**src/aipc_pkg.sv**
```systemverilog
// shared constants for the interface and power configuration registers
package aipc_pkg;

  // ----------------------------------------------------------------
  // register map
  // ----------------------------------------------------------------
  localparam logic [11:0] ADDR_OUTPUT_INTERFACE_SELECT    = 12'h007;
  localparam logic [11:0] ADDR_POWER_DOWN_CONTROL         = 12'h008;
  localparam logic [11:0] ADDR_OUTPUT_DRIVER_DISABLE_LOW  = 12'h00A;
  localparam logic [11:0] ADDR_OUTPUT_DRIVER_DISABLE_MID  = 12'h00B;
  localparam logic [11:0] ADDR_OUTPUT_DRIVER_DISABLE_HIGH = 12'h00C;
  localparam logic [11:0] ADDR_SLEEP_MASK                 = 12'h00D;
  localparam logic [11:0] ADDR_FUSE_RELOAD                = 12'h013;

  localparam logic [7:0] RESET_VALUE = 8'h00;

  // ----------------------------------------------------------------
  // field positions
  // ----------------------------------------------------------------
  localparam int VARIANT_LSB        = 5;
  localparam int OVERRIDE_BIT       = 3;
  localparam int MODE_LSB           = 0;
  localparam int CLKBUF_OFF_BIT     = 5;
  localparam int REFAMP_OFF_BIT     = 4;
  localparam int CHAN_A_OFF_BIT     = 2;
  localparam int CHAN_B_OFF_BIT     = 1;
  localparam int GLOBAL_SLEEP_BIT   = 0;
  localparam int KEEP_CLKBUF_BIT    = 3;
  localparam int KEEP_REFAMP_BIT    = 2;
  localparam int FUSE_RELOAD_BIT    = 0;
  localparam logic [7:0] WRITE_MASK_SELECT = 8'hEF;
  localparam logic [7:0] WRITE_MASK_POWER  = 8'h37;
  localparam logic [7:0] WRITE_MASK_SLEEP  = 8'h0E;

  // ----------------------------------------------------------------
  // codes
  // ----------------------------------------------------------------
  localparam logic [2:0] VARIANT_TWO_WIRE_18_14 = 3'h1;
  localparam logic [2:0] VARIANT_TWO_WIRE_16    = 3'h2;
  localparam logic [2:0] VARIANT_ONE_WIRE       = 3'h3;
  localparam logic [2:0] VARIANT_HALF_WIRE      = 3'h4;
  localparam logic [2:0] VARIANT_DDR            = 3'h5;
  localparam logic [2:0] MODE_DDR_CMOS          = 3'h1;
  localparam logic [2:0] MODE_TWO_WIRE          = 3'h3;
  localparam logic [2:0] MODE_ONE_WIRE          = 3'h4;
  localparam logic [2:0] MODE_HALF_WIRE         = 3'h5;

  typedef enum logic [2:0] {
    AIPC_IF_NONE,
    AIPC_IF_DDR,
    AIPC_IF_TWO_WIRE,
    AIPC_IF_ONE_WIRE,
    AIPC_IF_HALF_WIRE
  } aipc_if_t;

  typedef enum logic [2:0] {
    AIPC_MAP_NONE,
    AIPC_MAP_TWO_WIRE_18_14,
    AIPC_MAP_TWO_WIRE_16,
    AIPC_MAP_ONE_WIRE,
    AIPC_MAP_HALF_WIRE,
    AIPC_MAP_DDR
  } aipc_map_t;

endpackage

```
**src/aipc_regs.sv**
```systemverilog
// interface select, power-down and output driver disable registers
//
// What this block does
// - bit-map variant codes decode to five layouts
// - variant applies only on fuse reload command
// - fuse default active; variant reads zero initially
// - override bit gates the mode select field
// - mode select codes decode to four interfaces
// - fuse mode active; mode reads zero initially
// - bit five powers down sample clock buffer
// - bit four powers down reference gain amp
// - bit two powers down channel a
// - bit one powers down channel b
// - bit zero enters masked global sleep
// - each disable bit powers down one driver
// - sleep spares clock buffer when mask set
`timescale 1ns/1ps

module aipc_regs
  import aipc_pkg::*;
(
  input  wire logic        i_clk,
  input  wire logic        i_reset,
  input  wire logic        i_wr_en,
  input  wire logic        i_rd_en,
  input  wire logic [11:0] i_addr,
  input  wire logic [7:0]  i_wr_data,
  input  wire logic [2:0]  i_fuse_mode,
  input  wire logic [2:0]  i_fuse_variant,
  output logic      [7:0]  o_rd_data,
  output logic             o_rd_valid,
  output logic             o_fuse_reload,
  output aipc_if_t         o_active_mode,
  output aipc_map_t        o_active_variant,
  output logic             o_sample_clock_buffer_off,
  output logic             o_reference_gain_amp_off,
  output logic             o_channel_a_off,
  output logic             o_channel_b_off,
  output logic      [23:0] o_output_driver_disable
);

  // ----------------------------------------------------------------
  // decoders
  // ----------------------------------------------------------------
  // unused codes fall to the none value and select nothing
  function automatic aipc_if_t decode_mode(input logic [2:0] code);
    case (code)
      MODE_DDR_CMOS:  decode_mode = AIPC_IF_DDR;
      MODE_TWO_WIRE:  decode_mode = AIPC_IF_TWO_WIRE;
      MODE_ONE_WIRE:  decode_mode = AIPC_IF_ONE_WIRE;
      MODE_HALF_WIRE: decode_mode = AIPC_IF_HALF_WIRE;
      default:        decode_mode = AIPC_IF_NONE;
    endcase
  endfunction

  function automatic aipc_map_t decode_variant(input logic [2:0] code);
    case (code)
      VARIANT_TWO_WIRE_18_14: decode_variant = AIPC_MAP_TWO_WIRE_18_14;
      VARIANT_TWO_WIRE_16:    decode_variant = AIPC_MAP_TWO_WIRE_16;
      VARIANT_ONE_WIRE:       decode_variant = AIPC_MAP_ONE_WIRE;
      VARIANT_HALF_WIRE:      decode_variant = AIPC_MAP_HALF_WIRE;
      VARIANT_DDR:            decode_variant = AIPC_MAP_DDR;
      default:                decode_variant = AIPC_MAP_NONE;
    endcase
  endfunction

  typedef enum logic [2:0] {
    AIPC_REG_NONE,
    AIPC_REG_SELECT,
    AIPC_REG_POWER,
    AIPC_REG_DRIVER_LOW,
    AIPC_REG_DRIVER_MID,
    AIPC_REG_DRIVER_HIGH,
    AIPC_REG_SLEEP_MASK,
    AIPC_REG_RELOAD
  } aipc_reg_t;

  // write and read share one address decode so they cannot drift apart
  function automatic aipc_reg_t decode_addr(input logic [11:0] addr);
    case (addr)
      ADDR_OUTPUT_INTERFACE_SELECT:    decode_addr = AIPC_REG_SELECT;
      ADDR_POWER_DOWN_CONTROL:         decode_addr = AIPC_REG_POWER;
      ADDR_OUTPUT_DRIVER_DISABLE_LOW:  decode_addr = AIPC_REG_DRIVER_LOW;
      ADDR_OUTPUT_DRIVER_DISABLE_MID:  decode_addr = AIPC_REG_DRIVER_MID;
      ADDR_OUTPUT_DRIVER_DISABLE_HIGH: decode_addr = AIPC_REG_DRIVER_HIGH;
      ADDR_SLEEP_MASK:                 decode_addr = AIPC_REG_SLEEP_MASK;
      ADDR_FUSE_RELOAD:                decode_addr = AIPC_REG_RELOAD;
      default:                         decode_addr = AIPC_REG_NONE;
    endcase
  endfunction

  // direct request, or swept up by global sleep unless its keep bit is set
  function automatic logic gated_off(input logic own, input logic sleep, input logic keep);
    gated_off = own | (sleep & ~keep);
  endfunction

  // ----------------------------------------------------------------
  // state
  // ----------------------------------------------------------------
  // all state in one struct: one process fills it, one registers it
  typedef struct packed {
    logic [7:0]  output_interface_select;
    logic [7:0]  power_down_control;
    logic [7:0]  output_driver_disable_low;
    logic [7:0]  output_driver_disable_mid;
    logic [7:0]  output_driver_disable_high;
    logic [7:0]  sleep_mask;
    logic        fuse_loaded;
    logic [2:0]  fuse_mode;
    logic [2:0]  fuse_variant;
    logic [2:0]  mode_sync1;
    logic [2:0]  mode_sync2;
    logic [2:0]  variant_sync1;
    logic [2:0]  variant_sync2;
    logic        sync_ready1;
    logic        sync_ready2;
    logic [7:0]  rd_data;
    logic        rd_valid;
    logic        fuse_reload;
    aipc_if_t    active_mode;
    aipc_map_t   active_variant;
    logic        clkbuf_off;
    logic        refamp_off;
    logic        chan_a_off;
    logic        chan_b_off;
    logic [23:0] driver_disable;
  } aipc_state_t;

  aipc_state_t state;
  aipc_state_t next_state;

  localparam aipc_state_t STATE_RESET = '{
    output_interface_select:    RESET_VALUE,
    power_down_control:         RESET_VALUE,
    output_driver_disable_low:  RESET_VALUE,
    output_driver_disable_mid:  RESET_VALUE,
    output_driver_disable_high: RESET_VALUE,
    sleep_mask:                 RESET_VALUE,
    fuse_loaded:                1'b0,
    fuse_mode:                  3'h0,
    fuse_variant:               3'h0,
    mode_sync1:                 3'h0,
    mode_sync2:                 3'h0,
    variant_sync1:              3'h0,
    variant_sync2:              3'h0,
    sync_ready1:                1'b0,
    sync_ready2:                1'b0,
    rd_data:                    RESET_VALUE,
    rd_valid:                   1'b0,
    fuse_reload:                1'b0,
    active_mode:                AIPC_IF_NONE,
    active_variant:             AIPC_MAP_NONE,
    clkbuf_off:                 1'b0,
    refamp_off:                 1'b0,
    chan_a_off:                 1'b0,
    chan_b_off:                 1'b0,
    driver_disable:             24'h000000
  };

  // ----------------------------------------------------------------
  // next state
  // ----------------------------------------------------------------
  always_comb
  begin
    logic       sleep;
    logic [2:0] mode_code;
    logic       reload;
    aipc_reg_t  sel;
    next_state = state;
    sleep = 1'b0;
    mode_code = 3'h0;
    reload = 1'b0;
    sel = decode_addr(i_addr);

    // fuse straps are pins: two flops before use
    next_state.mode_sync1    = i_fuse_mode;
    next_state.mode_sync2    = state.mode_sync1;
    next_state.variant_sync1 = i_fuse_variant;
    next_state.variant_sync2 = state.variant_sync1;

    // fuse defaults caught once, after release and synchronisation;
    // the ready pair marks when the second stage holds the strap value
    next_state.sync_ready1 = 1'b1;
    next_state.sync_ready2 = state.sync_ready1;
    if (!state.fuse_loaded && state.sync_ready2)
    begin
      next_state.fuse_loaded    = 1'b1;
      next_state.fuse_mode      = state.mode_sync2;
      next_state.fuse_variant   = state.variant_sync2;
      next_state.active_variant = decode_variant(state.variant_sync2);
    end

    if (i_wr_en)
    begin
      case (sel)
        AIPC_REG_SELECT:
          next_state.output_interface_select = i_wr_data & WRITE_MASK_SELECT;
        AIPC_REG_POWER:
          next_state.power_down_control = i_wr_data & WRITE_MASK_POWER;
        AIPC_REG_DRIVER_LOW:
          next_state.output_driver_disable_low = i_wr_data;
        AIPC_REG_DRIVER_MID:
          next_state.output_driver_disable_mid = i_wr_data;
        AIPC_REG_DRIVER_HIGH:
          next_state.output_driver_disable_high = i_wr_data;
        // bit 1 of the mask is kept for readback only; it steers nothing here
        AIPC_REG_SLEEP_MASK:
          next_state.sleep_mask = i_wr_data & WRITE_MASK_SLEEP;
        AIPC_REG_RELOAD:
          reload = i_wr_data[FUSE_RELOAD_BIT];
        default: ;
      endcase
    end

    // reload discards earlier writes except the select register
    // a write to any register but select landing in the clear cycle is lost with the rest
    next_state.fuse_reload = reload;
    if (state.fuse_reload)
    begin
      next_state.power_down_control         = RESET_VALUE;
      next_state.output_driver_disable_low  = RESET_VALUE;
      next_state.output_driver_disable_mid  = RESET_VALUE;
      next_state.output_driver_disable_high = RESET_VALUE;
      next_state.sleep_mask                 = RESET_VALUE;
      if (state.output_interface_select[VARIANT_LSB +: 3] != 3'h0)
        next_state.active_variant =
          decode_variant(state.output_interface_select[VARIANT_LSB +: 3]);
      else
        next_state.active_variant = decode_variant(state.fuse_variant);
    end

    // mode follows override bit live; fuse default otherwise
    if (state.output_interface_select[OVERRIDE_BIT])
      mode_code = state.output_interface_select[MODE_LSB +: 3];
    else
      mode_code = state.fuse_loaded ? state.fuse_mode : state.mode_sync2;
    next_state.active_mode = decode_mode(mode_code);

    sleep = state.power_down_control[GLOBAL_SLEEP_BIT];
    next_state.clkbuf_off = gated_off(state.power_down_control[CLKBUF_OFF_BIT], sleep,
                                      state.sleep_mask[KEEP_CLKBUF_BIT]);
    next_state.refamp_off = gated_off(state.power_down_control[REFAMP_OFF_BIT], sleep,
                                      state.sleep_mask[KEEP_REFAMP_BIT]);
    // the channels have no keep bit, so sleep always takes them down
    next_state.chan_a_off = gated_off(state.power_down_control[CHAN_A_OFF_BIT], sleep,
                                      1'b0);
    next_state.chan_b_off = gated_off(state.power_down_control[CHAN_B_OFF_BIT], sleep,
                                      1'b0);
    next_state.driver_disable = {state.output_driver_disable_high,
                                 state.output_driver_disable_mid,
                                 state.output_driver_disable_low};

    // read port; unmapped addresses read zero
    // a read beside a write to the same address returns the old value
    next_state.rd_valid = i_rd_en;
    next_state.rd_data  = RESET_VALUE;
    if (i_rd_en)
    begin
      case (sel)
        AIPC_REG_SELECT:      next_state.rd_data = state.output_interface_select;
        AIPC_REG_POWER:       next_state.rd_data = state.power_down_control;
        AIPC_REG_DRIVER_LOW:  next_state.rd_data = state.output_driver_disable_low;
        AIPC_REG_DRIVER_MID:  next_state.rd_data = state.output_driver_disable_mid;
        AIPC_REG_DRIVER_HIGH: next_state.rd_data = state.output_driver_disable_high;
        AIPC_REG_SLEEP_MASK:  next_state.rd_data = state.sleep_mask;
        // the reload command is write-only and reads zero like any hole
        default:              next_state.rd_data = RESET_VALUE;
      endcase
    end
  end

  // ----------------------------------------------------------------
  // registers
  // ----------------------------------------------------------------
  // async reset loads constants only; the straps are sampled afresh after it
  always_ff @(posedge i_clk or posedge i_reset)
  begin
    if (i_reset)
      state <= STATE_RESET;
    else
      state <= next_state;
  end

  // ----------------------------------------------------------------
  // outputs
  // ----------------------------------------------------------------
  assign o_rd_data                 = state.rd_data;
  assign o_rd_valid                = state.rd_valid;
  assign o_fuse_reload             = state.fuse_reload;
  assign o_active_mode             = state.active_mode;
  assign o_active_variant          = state.active_variant;
  assign o_sample_clock_buffer_off = state.clkbuf_off;
  assign o_reference_gain_amp_off  = state.refamp_off;
  assign o_channel_a_off           = state.chan_a_off;
  assign o_channel_b_off           = state.chan_b_off;
  assign o_output_driver_disable   = state.driver_disable;

endmodule

```
**config.mk**
```make
export PLATFORM = sky130hd
export DESIGN_NAME = aipc_regs
export DESIGN_NICKNAME = d
export VERILOG_FILES = /design/src/aipc_pkg.sv /design/src/aipc_regs.sv
export SDC_FILE = /design/constraint.sdc
export NUM_CORES = 1
export LEC_CHECK = 0
export BUFFER_PORTS_ARGS = -buffer_cell sky130_fd_sc_hd__buf_2
export CAP_MARGIN = 25
export CORE_UTILIZATION = 50
export DETAILED_ROUTE_END_ITERATION = 8
export PLACE_DENSITY = 0.73
export SLEW_MARGIN = 30
export SYNTH_ARGS = -nofsm -noshare
export SYNTH_HDL_FRONTEND = slang
export SYNTH_SLANG_ARGS = --single-unit
```
**constraint.sdc**
```tcl
create_clock -name i_clk -period 3.2 [get_ports i_clk]
set_input_delay 0.32 -clock i_clk [delete_from_list [all_inputs] [get_ports i_clk]]
set_output_delay 0.32 -clock i_clk [all_outputs]
set_load 0.02 [all_outputs]
```
### Word-level counts from Yosys, hierarchy flattened

Cells that the tools add are included.

* register bits after elaboration: 112
* input bits: 30
* word-level logic and storage cells: 103

* eq/ne operators: 33
* muxes and demuxes: 21
* bitwise gates (word level): 8
* reduce and logical (&&, ||, !) cells: 16

Operators by type and width (count)
* two-way mux 40 bit: 2
* equality test 12 x 4 -> 1 bit (second input constant): 5
* two-way mux 8 bit: 6
* case mux 8 bit (6 select lines): 1
* case mux 3 bit (5 select lines): 3
* equality test 3 bit (second input constant): 12
* equality test 3 x 2 -> 1 bit (second input constant): 9
* case mux 3 bit (7 select lines): 1
* equality test 3 x 1 -> 1 bit (second input constant): 5
* two-way mux 3 bit: 5
* nonzero test 2 bit: 7
* equality test 12 x 3 -> 1 bit (second input constant): 1
* equality test 12 x 5 -> 1 bit (second input constant): 1
* case mux 3 bit (4 select lines): 1
* AND reduction 2 bit: 6
* bitwise OR 1 bit: 4
* nonzero test 3 bit: 1
* AND 1 bit: 2
* two-way mux 1 bit: 2
* NOT 1 bit: 2
* logical AND 1 bit: 1
* zero test 1 bit: 1

### Longest topological paths before layout

Gate-level depths: netlist of run 1.

* depth after elaboration: 6
* gate-level depth with buffers: 6
* gate-level depth less buffers: 6

### Worst setup path before layout of run 1

Ideal clock, no wire load.

* path type: input to register
* from: input i_addr[5]
* to: register state[105] (netlist name)
* library setup time: 125 ps
* data arrival time: 1885 ps
* required time: 3075 ps
* setup slack: 1190 ps
* cell stages on the path: 6
* buffers on the path: 2
* cells stage by stage: or3_1 > buf_2 > nor3_2 > and3_1 > buf_4 > mux2_2

* cells in the longest elaborated chain, start to end: 4
* elaborated cells on any way between the ends: 10
* classes of those cells: eq/ne: 8; mux: 1; reduce/logical: 1

Ends and longest elaborated chain
* start, declared: line aipc_regs.sv:26 `input wire logic [11:0] i_addr,`
* equality test 12 x 5 -> 1 bit, or another cell as far along: line aipc_regs.sv:80 `case (addr)`
* case mux 3 bit (7 select lines) (*): line aipc_regs.sv:80
* equality test 3 x 1 -> 1 bit (*): line aipc_regs.sv:195 `case (sel)`
* AND reduction 2 bit (no line) (*)
* end signal, assigned: line aipc_regs.sv:281 `state <= next_state;`
* end, declared: line aipc_regs.sv:129 `aipc_state_t state;`

Every way passes the cells marked *; elsewhere a longest branch is shown, timed or not.
A chain may end at the register's enable or synchronous reset.

### Worst setup path in the final report of run 1

* from: input i_addr[5]
* to: register state[106] (netlist name)

Same word-level chain as after synthesis.

==> results of run 1 <==
where the power goes:
| part | switching [mW] | total, mW | internal [mW] |
|---|---|---|---|
| sequential | 0.0163 | 1.36 | 1.34 |
| combinational | 0.115 | 0.172 | 0.0564 |
| clock | 0.427 | 0.749 | 0.323 |
| total | 0.558 | 2.28 | 1.72 |
final timing paths:
path | slack (ns) | depth (start not counted) | start | to
min in group i_clk | 0.06 | 1 | i_fuse_mode[1] | next_state[53]
min | 0.04 | 3 | i_reset | next_state[46]
max | 1.11 | 5 | i_addr[5] | state[106]
min reg2reg | 0.35 | 0 | next_state[47] | state[47]
max reg2reg | 1.61 | 6 | state[59] | o_active_variant[0]
max in group asynchronous | 2.70 | 3 | i_reset | state[66]
synth_stat cells (3+ instances only):
cell / count / area [µm²]
dfrtp_1: 104 / 2603
a21oi_1: 39 / 195.2
buf_4: 39 / 292.8
nand3_1: 25 / 125.1
o21ai_0: 25 / 125.1
nand2_1: 24 / 90.09
mux2_2: 14 / 157.7
clkbuf_1: 11 / 41.29
inv_1: 10 / 37.54
a22o_1: 7 / 61.31
mux2i_1: 6 / 60.06
nor2b_1: 6 / 37.54
a31oi_1: 5 / 31.28
nor2_1: 5 / 18.77
nor4_1: 5 / 31.28
o21ai_1: 5 / 25.02
o21ai_2: 5 / 43.79
a32oi_1: 4 / 35.03
nand2b_1: 4 / 25.02
nor3b_1: 4 / 30.03
or2_2: 4 / 25.02
a21o_1: 3 / 22.52
a22oi_1: 3 / 22.52
and3_1: 3 / 18.77
buf_1: 3 / 11.26
buf_2: 3 / 15.01
nand4b_1: 3 / 26.28
area by class of cell:
type / instances / area share [%]
inverter: 10 / 0.8195
tap: 108 / 2.766
sequential: 104 / 53.27
timing repair buffer: 76 / 8.195
clock buffer: 11 / 3.099
clock inverter: 4 / 0.6146
multi-input combinational: 232 / 31.24
kinds of logic after synthesis:
family	after synthesis	share of synthesized area [%]
buf+inv	68	9.241
simple gates	103	13.56
fa+ha+maj	3	0.7700
mux	21	5.033
other cells	1	0.08243
compound gates	104	14.11
flops	104	57.21
routing by layer:
layer / wire length [µm] / GRT usage, %
met1: 4177 / 30.04
met2: 4813 / 34.53
met3: 601 / 3.885
met4: 333 / 11.65
met5: 0 / 0
worst reg2reg max path, delay by kind of cell (launching register included):
family                   cells  cell delay, ns
flip-flops                   1            0.39
AO/OA/AOI/OAI                2            0.26
AND/OR/NAND/NOR              1            0.17
buffers and inverters        1            0.06
adder cells (fa/ha/maj)      2            0.65
state kept, by name, indices dropped and copies added, names as in the netlist:
| signal | count |
|---|---|
| o_channel_a_off | 1 |
| next_state | 31 |
| o_rd_valid | 1 |
| o_channel_b_off | 1 |
| o_fuse_reload | 1 |
| o_active_variant | 3 |
| o_sample_clock_buffer_off | 1 |
| state | 29 |
| o_rd_data | 8 |
| o_active_mode | 3 |
| o_output_driver_disable | 24 |
| o_reference_gain_amp_off | 1 |
through the flow:
step	cell area (µm²)	instances
2_1_floorplan	4549	404
3_3_place_gp	4705	530
3_5_place_dp	4705	530
4_1_cts	4886	545
5_1_grt	4886	545
6_report	4886	545
==> out/metrics.csv, run 1 <==
metric,value,unit
CTS Sinks,104,
Avg Vias per Cell,5.820,
routed vias,3172,
Crit-path slowest cell,or3_1,
chip width,97.39,µm
Initial Util,51.91,%
die height,97.39,µm
layout cell share with drive strength beyond 1,28.38,%
IO Pins,74,
Routed WL per cell,18.21,µm
Netlist cell types,53,
"Avg Cell Area, Syn",11.26,µm²
Synth async-reset ratio,100.0,%
clk root buf,clkbuf_8,
RePlAce Congestion,0.9059,
DRC,0,
Fin. Hold Viols,0,
pin count of the biggest net entering global routing,105,
postcts setup bufs,0,
Num CTS Buffers,9,
CTS tree,done,
ANT cells,0,
Area Growth Syn to Fin,7.398,%
die area,0.009484,mm²
"Primary FF master, synth",dfrtp_1,
max_cap viols,0,
aggregate global-route resource usage,22.24,%
final core utilization,55.75,%
initial antenna violation count,0,
"Max FO, Critical Path",10,
sequential share of the synthesized area,57.21,%
grt total ovfl,0,
Setup CP Type,input port to register,
Final min period,2.090,ns
CP Buf/Inv Count,1,
Max VDD drop,0.0003091,V
clk_skew,0.01149,ns
Reg area,0.002603,mm²
drt total wl,9927,µm
clk slew on worst S/H paths,0.09,ns
number of H-tree levels,3,
Buffers on Ports,73,
Fill cells,755,
arrival time at the worst endpoint,2.34,ns
RSZ-0062 raised after global routing,false,
"commonest non-fill, non-tap cell in the layout",dfrtp_1,
area of the multi-input gates,0.001526,mm²
outcome,"finished, final reports clean",
first-pass GRT wire length,16090,µm
Fmax,478.4,MHz
crit-path cells,buf_2 > or3_1 > nor3_2 > and3_1 > mux2_2,
max incr delay on CP,0.58,ns
HPWL Detailed,7045,µm
PwrDens,466.8,mW/mm²
Mapped Area,0.004549,mm²
Max Slew Vio Count,0,
fin nets,465,
CP endpoint kind,register,
post-cts sizing count,0,
P_leak,2.319,nW
Syn Nets,436,
"commonest non-fill, non-tap cells in the layout","104 x dfrtp_1, 73 x buf_2, 39 x a21oi_1",
Mapped Cells,404,
Final Worst Setup Slack,1.110,ns
fin crit share,65.33,%
Crit path required time,3.45,ns
normalized max-slew margin,57.64,%
1st-iter DRT viols,225,
power consumption,2.281,mW
final setup TNS,0,ns
core area,0.008763,mm²
Seq cells post-synth,104,
Worst Tran Pin Value,0.6340,ns
clk_lat worst skew,0.37,ns
CTS Buffer Depth,2,
vias in the first global route,3014,
CP Launch Type,input port,
hold_buf cts,0,
final setup fails,0,
Site Rows,34,
Final ANT Viol Nets,0,
DP Worst Slack,0.7782,ns
yosys warns,0,
drt pass-1 iters,5,
Post-synth EDFFs,0,
hold_ws,0.03526,ns
crit-path leading delay family,simple AND/OR/NAND/NOR gates,
Hold WC Path Type,input port to asynchronous set/reset pin,
Note: power is estimated with default switching activity, not from simulation.
==> run 2: changes to the inputs <==
- PLACE_DENSITY: 0.73 -> 0.7
- clock period: 3.2 -> 2 ns (I/O delays scaled with it)
==> run 2 against run 1 <==
Final cell count is 4.6% higher. Register-to-register slack worse by 1.3 ns. Sequential power is 60% higher. Sequential share of layout area is 2.6 points lower. Clock power is 86% higher. First-iteration DRC count is 6.2% lower. Critical path depth is 1 higher. Sequential cell count stayed put. Global-route usage is 0.39 points lower. Non-clock buffer count is 25 higher. Largest power group unchanged. Highest routed layer unchanged.
==> out/metrics.csv, run 2 (synthesized netlist as in run 1, its figures left out) <==
metric,value,unit
CP Launch Type,register,
power consumption,3.867,mW
Fin. Hold Viols,0,
initial antenna violation count,0,
CP endpoint,o_active_variant[0],
RSZ-0062 raised after global routing,false,
vias in the first global route,3062,
1st-iter DRT viols,211,
clk slew on worst S/H paths,0.09,ns
postcts setup bufs,0,
CTS Sinks,104,
Fmax,608.2,MHz
Final ANT Viol Nets,0,
pin count of the biggest net entering global routing,50,
core area,0.008763,mm²
Worst Tran Pin Value,0.5346,ns
ANT cells,0,
Reg power frac,56.2,%
max FFs per register,31,
number of H-tree levels,3,
Num CTS Buffers,9,
Max Slew Vio Count,0,
final setup TNS,0,ns
layout cell share with drive strength beyond 1,30.30,%
aggregate global-route resource usage,21.86,%
final core utilization,58.60,%
Buffers on Ports,73,
Site Rows,34,
Area Growth Syn to Fin,12.87,%
DRC,0,
Hold WC Path Type,input port to register,
Final min period,1.644,ns
HPWL Detailed,7036,µm
fin nets,490,
Net Switching,903.0,µW
combinational fraction of design power,7.7,%
Reg2Reg Setup Slack,0.36,ns
hold_ws,0.1306,ns
CP endpoint kind,register,
PwrDens,753.1,mW/mm²
CTS Buffer Depth,2,
P_leak,2.449,nW
arrival time at the worst endpoint,1.93,ns
Sw Ratio,23.35,%
die height,97.39,µm
Fill cells,734,
Crit path required time,2.29,ns
clock network power share,36.1,%
clk_skew,0.01527,ns
drt pass-1 iters,4,
clk_lat worst skew,0.37,ns
grt total ovfl,0,
max_cap viols,0,
final setup fails,0,
r2r worst-path depth,6,
fin crit share,82.21,%
RR Startpoint,state[59],
Avg Vias per Cell,5.589,
drt total wl,9804,µm
Initial Util,51.91,%
first-pass GRT wire length,16010,µm
Routed WL per cell,17.20,µm
routed vias,3186,
Reg-to-Reg End,o_active_variant[0],
IO Pins,74,
post-cts sizing count,0,
"commonest non-fill, non-tap cells in the layout","104 x dfrtp_1, 73 x buf_2, 39 x a21oi_1",
clk root buf,clkbuf_8,
outcome,"finished, final reports clean",
chip width,97.39,µm
"commonest non-fill, non-tap cell in the layout",dfrtp_1,
Internal,2.964,mW
"Max FO, Critical Path",4,
Critical Path Start,state[59],
Max VDD drop,0.0004239,V
normalized max-slew margin,64.36,%
Setup CP Type,register to register,
die area,0.009484,mm²
RePlAce Congestion,1.002,
CTS tree,done,
## run 2: cell types whose count changed in the layout (fill, tap and decap cells not counted)
cell           before  now
clkbuf_8           11    9
bufinv_16           0    2
buf_12              1    2
clkinvlp_4          1    2
inv_6               0    1
inv_4               1    0
clkinv_4            2    0
dlygate4sd3_1       0    8
clkbuf_1            0    1
buf_4               2   18
## run 2: how the worst min path moves through the flow
stage,start,endpoint,cells after the start
after floorplan,i_fuse_variant[0],next_state[46],0
after global placement,i_reset,next_state[48],2
after detailed placement,i_reset,next_state[48],2
after CTS,i_wr_data[7],next_state[7],3
after global routing,i_wr_data[4],next_state[4],3
final,i_wr_data[6],next_state[6],3
## run 2: area by class of cell
| cell class | count | area [µm²] | area share, % |
|---|---|---|---|
| sequential | 104 | 2603 | 50.68 |
| inverter | 10 | 41.29 | 0.8041 |
| clock buffer | 10 | 127.6 | 2.485 |
| clock inverter | 5 | 81.33 | 1.584 |
| timing repair buffer | 101 | 620.6 | 12.09 |
| tap | 108 | 135.1 | 2.632 |
| multi-input combinational | 232 | 1526 | 29.73 |
## run 2: metal layers
layer / GRT usage [%] / routed length [µm]
met4: 8.710 / 265
met2: 32.49 / 4467
met1: 31.06 / 4477
met5: 0 / 0
met3: 5.180 / 594
## run 2: critical path, stage by stage, from the launching register on
cell and delay (ns):
dfrtp_1 0.42, inv_1 0.06, ha_1 0.30, maj3_1 0.36
nor3b_1 0.17, o21ai_0 0.12, a21oi_1 0.16
## run 2: power by group through the flow
stage	Combinational (mW)	Sequential, mW	Clock [mW]
floorplan	0.189	2.21	0
global placement	0.282	2.21	0
detailed placement	0.290	2.22	0
CTS	0.303	2.17	1.43
global route	0.330	2.18	1.52
finish	0.299	2.17	1.39
## run 2: timing repair
| item | 4_1_cts | 5_1_grt |
|---|---|---|
| hold endpoints to repair | 28 | 0 |
| hold buffers | 8 | 0 |
| endpoints found under the setup margin | 0 | 0 |
## run 2: stage by stage
stage	area [µm²]	std cells	worst slack (ns)
floorplan	4553	404	0.1099
global placement	4846	547	0.1126
detailed placement	4846	547	0.09482
CTS	5135	570	0.3397
global route	5135	570	0.2527
finish	5135	570	0.3558
